## src/pkg/shrp_regs.vh

```
`ifndef SHRP_REGS_VH
`define SHRP_REGS_VH
// ----------------------------------------
// Register offsets
// ----------------------------------------
`define SHRP_OFF_PART_UPPER 8'h00
`define SHRP_OFF_PART_MIDDLE 8'h01
`define SHRP_OFF_PART_LOWER 8'h02
`define SHRP_OFF_REVISION 8'h03
`define SHRP_OFF_GLOBAL 8'h04
`define SHRP_OFF_VIDEO_OUT 8'h05
`define SHRP_OFF_ANC_CTRL 8'h06
`define SHRP_OFF_ANC_ID 8'h07
`define SHRP_OFF_FREQ3 8'h08
`define SHRP_OFF_FREQ2 8'h09
`define SHRP_OFF_FREQ1 8'h0a
`define SHRP_OFF_FREQ0 8'h0b
`define SHRP_OFF_PHASE_HI 8'h0c
`define SHRP_OFF_PHASE_LO 8'h0d
`define SHRP_OFF_PORT_DATA 8'h0e
`define SHRP_OFF_PORT_DIR 8'h0f
// ----------------------------------------
// Identity values (arbitrary neutral values)
// ----------------------------------------
`define SHRP_PART_UPPER 8'h5a
`define SHRP_PART_MIDDLE 8'h3c
`define SHRP_PART_LOWER 8'h12
`define SHRP_REVISION 8'h07
// ----------------------------------------
// Reset values
// ----------------------------------------
`define SHRP_RST_ZERO 8'h00
`define SHRP_RST_FREQ3 8'h43
`define SHRP_RST_FREQ2 8'he0
`define SHRP_RST_FREQ1 8'hf8
`define SHRP_RST_FREQ0 8'h3e
// ----------------------------------------
// Slave address and field positions
// ----------------------------------------
`define SHRP_ADDR_UPPER 5'h03
`define SHRP_GC_REF4 7
`define SHRP_GC_LOCK 6
`define SHRP_GC_LDLY 5
`define SHRP_GC_RAMP 4
`define SHRP_GC_SEPDIS 3
`define SHRP_GC_COMPDIS 2
`define SHRP_VO_SYNCPIN 7
`define SHRP_VO_CLAMPPIN 6
`define SHRP_VO_CBW 5
`define SHRP_VO_SYNCPULSE 4
`define SHRP_VO_BURST 3
`define SHRP_VO_LUMA 2
`define SHRP_VO_CHROMA 1
`define SHRP_VO_SETUP 0
`define SHRP_ANC_NOLOCK 6
`define SHRP_ANC_WMASK 8'h0f
`define SHRP_SCAN_LEN 23
`endif

```

## src/design/shrp_serial_port.v

```verilog
`timescale 1ns/100ps
`include "shrp_regs.vh"

// Functional notes
// - Data changes low clock; start, stop decoded
// - First byte: seven-bit address plus direction
// - Matching address acknowledged on ninth clock
// - Bytes shifted eight bits, MSB first
// - Receiver acknowledges each byte, ninth clock
// - Address upper fixed, two low from straps
// - Write byte after address sets pointer
// - Write data stores, pointer increments
// - Identity registers fixed, writes ignored
// - Upper frequency bytes buffered until byte0
// - Lock enable and reference rate select
// - Luma delay select control
// - Test ramp replaces normal video
// - Separate and composite outputs disable
// - Two-bit video standard field
// - Pin disables combine with direction bits
// - Pin0 input, port output, or sync
// - Chroma bandwidth select control
// - Sync pulses replaced by blanking level
// - Luma, chroma, burst disable controls
// - Setup only on active line ranges
// - Not-locked flag reads one unlocked
// - 23-cell scan chain, TDO on falling
module shrp_serial_port (
  input wire clk_i,
  input wire rst_n_i,
  input wire scl_i,
  input wire sda_i,
  output reg sda_o,
  output reg sda_oe_o,
  input wire addr_strap_low_i,
  input wire addr_strap_high_i,
  input wire not_locked_i,
  input wire [2:0] field_num_i,
  input wire composite_sync_in_i,
  input wire clamp_gate_in_i,
  input wire [7:0] port_pin_i,
  output reg [7:0] port_pin_o,
  output reg [7:0] port_pin_oe_o,
  output reg [7:0] global_control_o,
  output reg [7:0] video_output_control_o,
  output reg [2:0] anc_enables_o,
  output reg [7:0] anc_packet_id_o,
  output reg [31:0] carrier_freq_o,
  output reg [15:0] carrier_phase_o,
  input wire reset_pin_i,
  input wire pixel_clock_in_i,
  input wire [7:0] pixel_data_i,
  input wire carrier_ref_in_i,
  input wire tck_i,
  input wire tms_i,
  input wire tdi_i,
  output reg tdo_o
);

  // ----------------------------------------
  // Input synchronisers
  // ----------------------------------------
  reg [1:0] scl_sync_reg; // Serial clock, two stages
  reg [1:0] sda_sync_reg; // Serial data, two stages
  reg [1:0] tck_sync_reg; // Scan clock
  reg [1:0] tms_sync_reg;
  reg [1:0] tdi_sync_reg;
  reg [7:0] pin_s1_reg; // Port pins, first stage
  reg [7:0] pin_s2_reg;
  reg [1:0] strap0_reg;
  reg [1:0] strap1_reg;
  reg scl_d_reg; // Delayed synced levels for edges
  reg sda_d_reg;
  reg tck_d_reg;
  reg [21:0] scan_sync_reg; // Scan-only pins, two stages of eleven

  // Only the second stage is read by logic
  always @(posedge clk_i) begin
    if (!rst_n_i) begin
      scl_sync_reg <= 2'h3;
      sda_sync_reg <= 2'h3;
      tck_sync_reg <= 2'h0;
      tms_sync_reg <= 2'h0;
      tdi_sync_reg <= 2'h0;
      pin_s1_reg <= 8'h00;
      pin_s2_reg <= 8'h00;
      strap0_reg <= 2'h0;
      strap1_reg <= 2'h0;
      scl_d_reg <= 1'b1;
      sda_d_reg <= 1'b1;
      tck_d_reg <= 1'b0;
      scan_sync_reg <= 22'h0;
    end else begin
      scl_sync_reg <= {scl_sync_reg[0], scl_i};
      sda_sync_reg <= {sda_sync_reg[0], sda_i};
      tck_sync_reg <= {tck_sync_reg[0], tck_i};
      tms_sync_reg <= {tms_sync_reg[0], tms_i};
      tdi_sync_reg <= {tdi_sync_reg[0], tdi_i};
      pin_s1_reg <= port_pin_i;
      pin_s2_reg <= pin_s1_reg;
      strap0_reg <= {strap0_reg[0], addr_strap_low_i};
      strap1_reg <= {strap1_reg[0], addr_strap_high_i};
      scl_d_reg <= scl_sync_reg[1];
      sda_d_reg <= sda_sync_reg[1];
      tck_d_reg <= tck_sync_reg[1];
      scan_sync_reg <= {scan_sync_reg[10:0], reset_pin_i, pixel_clock_in_i, pixel_data_i, carrier_ref_in_i};
    end
  end

  wire scl_s = scl_sync_reg[1];
  wire sda_s = sda_sync_reg[1];
  wire scl_rise = scl_s & ~scl_d_reg;
  wire scl_fall = ~scl_s & scl_d_reg;
  // Start and stop: data edge while clock stays high
  wire start_det = scl_s & scl_d_reg & sda_d_reg & ~sda_s;
  wire stop_det = scl_s & scl_d_reg & ~sda_d_reg & sda_s;
  // Own address: fixed upper bits, straps below
  wire [6:0] own_addr = {`SHRP_ADDR_UPPER, strap1_reg[1], strap0_reg[1]};

  // ----------------------------------------
  // Serial state machine
  // ----------------------------------------
  localparam [4:0] ST_IDLE = 5'h01; // Bus free or not addressed
  localparam [4:0] ST_ADDR = 5'h02; // Receiving slave address
  localparam [4:0] ST_RX = 5'h04; // Receiving pointer or data
  localparam [4:0] ST_TX = 5'h08; // Sending read data
  localparam [4:0] ST_ACK = 5'h10; // Ninth clock phase

  reg [4:0] state_reg;
  reg [3:0] bit_cnt_reg; // Bits seen in this byte
  reg [7:0] shift_reg; // Receive and transmit shifter
  reg [7:0] pointer_reg; // Register pointer
  reg have_ptr_reg; // Pointer byte already taken
  reg read_dir_reg; // Transaction is a read
  reg master_nack_reg; // Master released line on read ack
  reg after_ack_reg; // Which state follows the ninth clock

  // Register storage
  reg [7:0] global_reg;
  reg [7:0] video_out_reg;
  reg [7:0] anc_ctrl_reg;
  reg [7:0] anc_id_reg;
  reg [23:0] freq_buf_reg; // Pending upper frequency bytes
  reg [31:0] freq_reg; // Active frequency
  reg [15:0] phase_reg;
  reg [7:0] port_data_reg;
  reg [7:0] port_dir_reg;

  // Read mux of the register file
  reg [7:0] rd_data;
  always @* begin
    case (pointer_reg)
      `SHRP_OFF_PART_UPPER: rd_data = `SHRP_PART_UPPER;
      `SHRP_OFF_PART_MIDDLE: rd_data = `SHRP_PART_MIDDLE;
      `SHRP_OFF_PART_LOWER: rd_data = `SHRP_PART_LOWER;
      `SHRP_OFF_REVISION: rd_data = `SHRP_REVISION;
      `SHRP_OFF_GLOBAL: rd_data = global_reg;
      `SHRP_OFF_VIDEO_OUT: rd_data = video_out_reg;
      // Lock flag live, field number from video timing
      `SHRP_OFF_ANC_CTRL: rd_data = {1'b0, not_locked_i, field_num_i, anc_ctrl_reg[2:0]};
      `SHRP_OFF_ANC_ID: rd_data = anc_id_reg;
      // Buffered bytes read back as last written
      `SHRP_OFF_FREQ3: rd_data = freq_buf_reg[23:16];
      `SHRP_OFF_FREQ2: rd_data = freq_buf_reg[15:8];
      `SHRP_OFF_FREQ1: rd_data = freq_buf_reg[7:0];
      `SHRP_OFF_FREQ0: rd_data = freq_reg[7:0];
      `SHRP_OFF_PHASE_HI: rd_data = phase_reg[15:8];
      `SHRP_OFF_PHASE_LO: rd_data = phase_reg[7:0];
      // Input pins read the pin level, outputs the stored bit
      `SHRP_OFF_PORT_DATA: rd_data = (pin_s2_reg & ~port_dir_reg) | (port_data_reg & port_dir_reg);
      `SHRP_OFF_PORT_DIR: rd_data = port_dir_reg;
      default: rd_data = 8'h00; // Reserved space reads zero
    endcase
  end

  // Write strobe from a completed received data byte
  wire wr_en = state_reg[2] & scl_fall & (bit_cnt_reg == 4'd8) & have_ptr_reg;

  // Main protocol process
  always @(posedge clk_i) begin
    if (!rst_n_i) begin
      state_reg <= ST_IDLE;
      bit_cnt_reg <= 4'h0;
      shift_reg <= 8'h00;
      pointer_reg <= 8'h00;
      have_ptr_reg <= 1'b0;
      read_dir_reg <= 1'b0;
      master_nack_reg <= 1'b0;
      after_ack_reg <= 1'b0;
      sda_o <= 1'b0;
      sda_oe_o <= 1'b0;
    end else if (start_det) begin
      // Start or repeated start always restarts addressing
      state_reg <= ST_ADDR;
      bit_cnt_reg <= 4'h0;
      have_ptr_reg <= 1'b0;
      sda_oe_o <= 1'b0;
    end else if (stop_det) begin
      state_reg <= ST_IDLE;
      sda_oe_o <= 1'b0;
    end else begin
      case (state_reg)
        ST_IDLE: begin
          sda_oe_o <= 1'b0;
        end
        ST_ADDR, ST_RX: begin
          // Sample on rising clock, MSB first
          if (scl_rise) begin
            shift_reg <= {shift_reg[6:0], sda_s};
            bit_cnt_reg <= bit_cnt_reg + 4'd1;
          end
          if (scl_fall && bit_cnt_reg == 4'd8) begin
            bit_cnt_reg <= 4'h0;
            if (state_reg == ST_ADDR) begin
              // Address then direction bit, high means read
              if (shift_reg[7:1] == own_addr) begin
                read_dir_reg <= shift_reg[0];
                sda_oe_o <= 1'b1;
                after_ack_reg <= shift_reg[0];
                state_reg <= ST_ACK;
              end else begin
                state_reg <= ST_IDLE; // Line stays released
              end
            end else begin
              // First byte is the pointer then data
              if (!have_ptr_reg) begin
                pointer_reg <= shift_reg;
                have_ptr_reg <= 1'b1;
              end else begin
                pointer_reg <= pointer_reg + 8'd1;
              end
              sda_oe_o <= 1'b1; // Device acks received byte
              after_ack_reg <= 1'b0;
              state_reg <= ST_ACK;
            end
          end
        end
        ST_ACK: begin
          // Sample master ack on a read's ninth clock
          if (scl_rise && read_dir_reg && !sda_oe_o) begin
            master_nack_reg <= sda_s;
          end
          if (scl_fall) begin
            if (after_ack_reg && !(read_dir_reg && !sda_oe_o && master_nack_reg)) begin
              // Load byte at pointer, drive MSB
              shift_reg <= {rd_data[6:0], 1'b0};
              sda_o <= 1'b0;
              sda_oe_o <= ~rd_data[7]; // Open drain: drive only zeros
              bit_cnt_reg <= 4'd1;
              state_reg <= ST_TX;
            end else if (after_ack_reg) begin
              sda_oe_o <= 1'b0; // Master refused, wait for stop
              state_reg <= ST_IDLE;
            end else begin
              sda_oe_o <= 1'b0;
              bit_cnt_reg <= 4'h0;
              state_reg <= ST_RX;
            end
          end
        end
        ST_TX: begin
          if (scl_fall) begin
            if (bit_cnt_reg == 4'd8) begin
              // Release for master's acknowledge
              sda_oe_o <= 1'b0;
              master_nack_reg <= 1'b1;
              pointer_reg <= pointer_reg + 8'd1;
              after_ack_reg <= 1'b1;
              state_reg <= ST_ACK;
            end else begin
              sda_oe_o <= ~shift_reg[7];
              shift_reg <= {shift_reg[6:0], 1'b0};
              bit_cnt_reg <= bit_cnt_reg + 4'd1;
            end
          end
        end
        default: state_reg <= ST_IDLE;
      endcase
    end
  end

  // ----------------------------------------
  // Register writes
  // ----------------------------------------
  wire [7:0] wr_addr = pointer_reg;
  wire [7:0] wr_data = shift_reg;

  always @(posedge clk_i) begin
    if (!rst_n_i) begin
      global_reg <= `SHRP_RST_ZERO;
      video_out_reg <= `SHRP_RST_ZERO;
      anc_ctrl_reg <= `SHRP_RST_ZERO;
      anc_id_reg <= `SHRP_RST_ZERO;
      freq_buf_reg <= {`SHRP_RST_FREQ3, `SHRP_RST_FREQ2, `SHRP_RST_FREQ1};
      freq_reg <= {`SHRP_RST_FREQ3, `SHRP_RST_FREQ2, `SHRP_RST_FREQ1, `SHRP_RST_FREQ0};
      phase_reg <= 16'h0000;
      port_data_reg <= `SHRP_RST_ZERO;
      port_dir_reg <= `SHRP_RST_ZERO;
    end else if (wr_en) begin
      // Identity offsets have no case item: writes ignored
      case (wr_addr)
        `SHRP_OFF_GLOBAL: global_reg <= wr_data;
        `SHRP_OFF_VIDEO_OUT: video_out_reg <= wr_data;
        `SHRP_OFF_ANC_CTRL: anc_ctrl_reg <= wr_data & `SHRP_ANC_WMASK;
        `SHRP_OFF_ANC_ID: anc_id_reg <= wr_data;
        `SHRP_OFF_FREQ3: freq_buf_reg[23:16] <= wr_data;
        `SHRP_OFF_FREQ2: freq_buf_reg[15:8] <= wr_data;
        `SHRP_OFF_FREQ1: freq_buf_reg[7:0] <= wr_data;
        `SHRP_OFF_FREQ0: freq_reg <= {freq_buf_reg, wr_data};
        `SHRP_OFF_PHASE_HI: phase_reg[15:8] <= wr_data;
        `SHRP_OFF_PHASE_LO: phase_reg[7:0] <= wr_data;
        `SHRP_OFF_PORT_DATA: port_data_reg <= wr_data;
        `SHRP_OFF_PORT_DIR: port_dir_reg <= wr_data;
        default: port_dir_reg <= port_dir_reg; // Reserved: no effect
      endcase
    end
  end

  // ----------------------------------------
  // Control outputs and port pins
  // ----------------------------------------
  // Video path consumes these bits; registered copies
  always @(posedge clk_i) begin
    if (!rst_n_i) begin
      global_control_o <= 8'h00;
      video_output_control_o <= 8'h00;
      anc_enables_o <= 3'h0;
      anc_packet_id_o <= 8'h00;
      carrier_freq_o <= {`SHRP_RST_FREQ3, `SHRP_RST_FREQ2, `SHRP_RST_FREQ1, `SHRP_RST_FREQ0};
      carrier_phase_o <= 16'h0000;
    end else begin
      // Lock, ref rate luma delay ramp
      // output disables standard
      global_control_o <= global_reg;
      // Bandwidth sync blanking input disables setup
      video_output_control_o <= video_out_reg;
      anc_enables_o <= anc_ctrl_reg[2:0];
      anc_packet_id_o <= anc_id_reg;
      carrier_freq_o <= freq_reg;
      carrier_phase_o <= phase_reg;
    end
  end

  // Pins 0 and 1 pick port bit or timing output
  reg [7:0] pin_val;
  always @* begin
    pin_val = port_data_reg;
    if (!video_out_reg[`SHRP_VO_SYNCPIN]) begin
      pin_val[0] = composite_sync_in_i; // Port write no effect
    end
    if (!video_out_reg[`SHRP_VO_CLAMPPIN]) begin
      pin_val[1] = clamp_gate_in_i;
    end
  end

  always @(posedge clk_i) begin
    if (!rst_n_i) begin
      port_pin_o <= 8'h00;
      port_pin_oe_o <= 8'h00;
    end else begin
      port_pin_o <= pin_val;
      port_pin_oe_o <= port_dir_reg; // Low direction means input
    end
  end

  // ----------------------------------------
  // Boundary scan chain
  // ----------------------------------------
  wire tck_rise = tck_sync_reg[1] & ~tck_d_reg;
  wire tck_fall = ~tck_sync_reg[1] & tck_d_reg;
  // Capture order, first cell first
  wire [`SHRP_SCAN_LEN-1:0] scan_pins = {scan_sync_reg[21:12],
    strap1_reg[1], strap0_reg[1], sda_s, scl_s, scan_sync_reg[11], pin_s2_reg};
  reg [`SHRP_SCAN_LEN-1:0] scan_reg;

  // Simplified: tms high captures, low shifts
  always @(posedge clk_i) begin
    if (!rst_n_i) begin
      scan_reg <= {`SHRP_SCAN_LEN{1'b0}};
      tdo_o <= 1'b0;
    end else begin
      if (tck_rise) begin
        if (tms_sync_reg[1]) begin
          scan_reg <= scan_pins;
        end else begin
          scan_reg <= {scan_reg[`SHRP_SCAN_LEN-2:0], tdi_sync_reg[1]};
        end
      end
      if (tck_fall) begin
        tdo_o <= scan_reg[`SHRP_SCAN_LEN-1];
      end
    end
  end

endmodule // shrp_serial_port

```

## config.mk

```make
export PLATFORM = sky130hd
export DESIGN_NAME = shrp_serial_port
export DESIGN_NICKNAME = d
export VERILOG_FILES = /design/src/design/shrp_serial_port.v
export VERILOG_INCLUDE_DIRS = /design/src /design/src/pkg
export SDC_FILE = /design/constraint.sdc
export NUM_CORES = 1
export LEC_CHECK = 0
export ABC_AREA = 1
export BUFFER_PORTS_ARGS = -buffer_cell sky130_fd_sc_hd__buf_2
export CORE_MARGIN = 1.5
export CORE_UTILIZATION = 25
export CTS_CLUSTER_SIZE = 30
export DETAILED_ROUTE_END_ITERATION = 6
export GPL_ROUTABILITY_DRIVEN = 0
export PLACE_DENSITY = 0.52
export SYNTH_ARGS = -nofsm -noshare
export SYNTH_HDL_FRONTEND = slang
export SYNTH_SLANG_ARGS = --single-unit
export TNS_END_PERCENT = 20
```

## constraint.sdc

```tcl
create_clock -name clk_i -period 2.5 [get_ports clk_i]
set_input_delay 0.125 -clock clk_i [delete_from_list [all_inputs] [get_ports clk_i]]
set_output_delay 0.125 -clock clk_i [all_outputs]
set_load 0.02 [all_outputs]
```

==> out/qor.yml <==
timing:
  rsz0062_at_grt: "no"
  finalSetupTns_ns: 0
  tightestPinTransition_ns: 0.788
  fmax_mhz: 453
  slew_viol_final: 0
  setup_viol: 0
  min_period_ns: 2.21
  timing.final.crit_share_pct: 88.2
  skew_ns: 0.0208
  hold_violations: 0
  max-slew-margin-rel_pct: 47.4
pwr:
  powerDensity_nw_per_um2: 773
  p_leak_nw: 7.13
  irDropWorstVdd_uv: 529
placement:
  place_inst: 2223
  dp_hpwl_um: 23000
  io_buffers: 126
critical_path:
  crit_family: "simple AND/OR/NAND/NOR gates"
  r2r-end: "freq_buf_reg[1]$_SDFFE_PN0P_"
  worstPathArrival_ns: 2.68
  r2r_start: "bit_cnt_reg[1]$_SDFFE_PP0P_"
  worstSetupStartpointType: "flip-flop"
  rr_worst_depth: 12
  crit_buf_inv: 4
  worst-path-max-fanout: 11
  r2r_setup_slack_ns: 0.29
  endpoint_kind: "flip-flop"
  worstPathRequired_ns: 2.98
  crit_chain: "inv_1 -> ha_1 -> nand2_1 -> nor2_2 -> nand3_2 -> nor3_4 -> buf_12 -> buf_4 -> nand2_1 -> inv_1 -> o21ai_0 -> a21oi_1"
  max_stage_delay_ns: 0.32
  crit_slowest_cell: "dfxtp_1"
  critPathKind: "flip-flop to flip-flop"
clocking:
  clkLatencyLatePin_ns: 0.55
  cts.sinks: 315
  clk_root_buffer_cell: "clkbuf_16"
  cts_tree: "done"
  ctsHtreeMaxLevel: 2
  cts_buffers: 35
  clk_pin_slew_worst_paths_ns: 0.06
  cts_buffer_depth: 3
logic_synthesis:
  postSynthCellCount: 1537
  synth-seq-area-share_pct: 53.5
  synthMuxAreaShare_pct: 0.0850
  syn_area_um2: 11800
  synth_edf_count: 0
  ys_ff_latch: 315
  syn_nets: 1577
  synth_fa_ha_area_share_pct: 0.637
  syn_avg_cell_area_um2: 7.66
  async_flop_share_pct: 0
  synthSimpleGateAreaFrac_pct: 22.3
  synth_top_family_by_area: "simple AND/OR/NAND/NOR gates"
  synth_compound_area_share_pct: 13.6
  synth_xor_area_share_pct: 0.521
  yosysWarnings: 0
  synthFlopType: "dfxtp_1"
  synth.distinct_cells: 38
layout:
  drive_gt1_share_pct: 15.0
  fin_util_pct: 31.3
  final_cells: 2318
  final_cell_mix: "nand2_1 (404), dfxtp_1 (315), inv_1 (197)"
  final_common_cell: "nand2_1"
  nNetsFinal: 1723
  area_growth_pct: 23.9
route:
  drc: 0
  firstDrtPassIters: 5
  wl_um: 32900
  vias: 10153
  drt_iter0_markers: 792
  routed_via_density: 4.38
  wl_per_cell_um: 14.2
  detail-route-antenna-nets: 0
die:
  die_y_um: 220
  core_area_um2: 46600
  die_w_um: 220
  rows: 79
  pin_count: 128
  initial_core_util_pct: 25.3
  design.die.area_um2: 48400
status:
  run_status: "completed"
worst_hold_path:
  hold_path_class: "input pin to flip-flop"
  hold_end: "shift_reg[6]$_SDFFE_PN0P_"
  min_path_cells: 7
  min-delay-start: "field_num_i[2]"
grt:
  grt_use_total_pct: 13.6
  antenna_found_initial: 0
  overflow: 0
  grt_pass1_wl_um: 51600
  grt_pass1_vias: 9534
  grt_max_degree: 107
flow_run:
  drv_cap: 0
[final cells by class]
class                   count  area (um2)
well taps                 607         759
flip-flops and latches    315        6310
clock inverters            16         213
clock buffers              48        1020
inverters                 207         779
fillers                  4996       32000
multi-input cells         944        4380
diodes                      1        2.50
repair buffers            180        1140
[metal layers]
metal | routed length, um | global-route usage [%] | vias up
met5 | 0 | 0 | -
met4 | 1050 | 5.69 | 0
met3 | 1650 | 2.44 | 60
met2 | 14600 | 21.2 | 256
met1 | 15600 | 18.3 | 4672
li1 | - | - | 5165
[cells in the mapped netlist (2+ instances only)]
master | count | area [um2]
a211oi_1 | 5 | 37.5
a21oi_1 | 112 | 561
a22oi_1 | 2 | 15.0
a31oi_1 | 25 | 156
buf_2 | 9 | 45.0
buf_4 | 8 | 60.1
clkbuf_1 | 52 | 195
clkinv_1 | 5 | 18.8
dfxtp_1 | 315 | 6310
ha_1 | 6 | 75.1
inv_1 | 197 | 739
inv_2 | 4 | 15.0
nand2_1 | 404 | 1520
nand2_2 | 2 | 12.5
nand3_1 | 49 | 245
nand4_1 | 17 | 106
nor2_1 | 106 | 398
nor2_2 | 11 | 68.8
nor2_4 | 5 | 56.3
nor3_1 | 7 | 35.0
o211ai_1 | 16 | 120
o21ai_0 | 138 | 691
o21ai_1 | 3 | 15.0
or2_2 | 20 | 125
xnor2_1 | 3 | 26.3
xor2_1 | 4 | 35.0
[timing repair]
action                     CTS  global route
setup buffers                0             1
resized for setup            0             0
hold buffers                29             0
setup endpoints to repair    0             3
hold endpoints to repair    30             0
[how the worst max path moves through the flow]
stage / startpoint / end / cells past startpoint
final: bit_cnt_reg[1]$_SDFFE_PP0P_ / freq_buf_reg[1]$_SDFFE_PN0P_ / 12
after global routing: pointer_reg[4]$_SDFFE_PN0P_ / freq_reg[0]$_SDFFE_PN0P_ / 8
after CTS: bit_cnt_reg[1]$_SDFFE_PP0P_ / freq_buf_reg[1]$_SDFFE_PN0P_ / 11
after detailed placement: bit_cnt_reg[1]$_SDFFE_PP0P_ / freq_buf_reg[1]$_SDFFE_PN0P_ / 11
after global placement: bit_cnt_reg[0]$_SDFFE_PP0P_ / freq_buf_reg[1]$_SDFFE_PN0P_ / 11
after floorplan: bit_cnt_reg[0]$_SDFFE_PP0P_ / freq_reg[1]$_SDFFE_PN1P_ / 12
[per-stage QoR]
stage / setup WS, ns / area [um2] / hold WS (ns) / total power [mW]
after global placement: 0.307 / 13100 / 0.308 / 5.91
after detailed placement: 0.245 / 13100 / 0.311 / 5.93
after global routing: 0.0124 / 14600 / 0.199 / 11.7
after CTS: 0.242 / 14600 / 0.129 / 11.4
after floorplan: 0.635 / 11800 / 0.223 / 5.70
final: 0.294 / 14600 / 0.148 / 11.3
[worst register-to-register path, stage by stage, from the launching register on]
cell     delay [ns]
dfxtp_1        0.32
inv_1          0.08
ha_1           0.14
nand2_1        0.06
nor2_2         0.14
nand3_2        0.20
nor3_4         0.26
buf_12         0.15
buf_4          0.14
nand2_1        0.21
inv_1          0.22
o21ai_0        0.10
a21oi_1        0.13
[where the power goes]
part / switching (mW) / total [mW] / internal, mW
clock: 2.14 / 5.43 / 3.29
combinational: 0.449 / 0.654 / 0.205
sequential: 0.0778 / 5.20 / 5.12
total: 2.67 / 11.3 / 8.62
[logic make-up (layout without fill, tap and decap cells)]
kind of cell | Yosys count | count (layout)
buffers and inverters | 278 | 451
muxes | 1 | 1
xor gates and xnor gates | 7 | 7
AOI/OAI and AO/OA | 302 | 302
other | 1 | 2
and+or+nand+nor | 627 | 627
DFF | 315 | 315
adders and majority gates | 6 | 6
No activity file was read; power rests on OpenSTA's default activity.
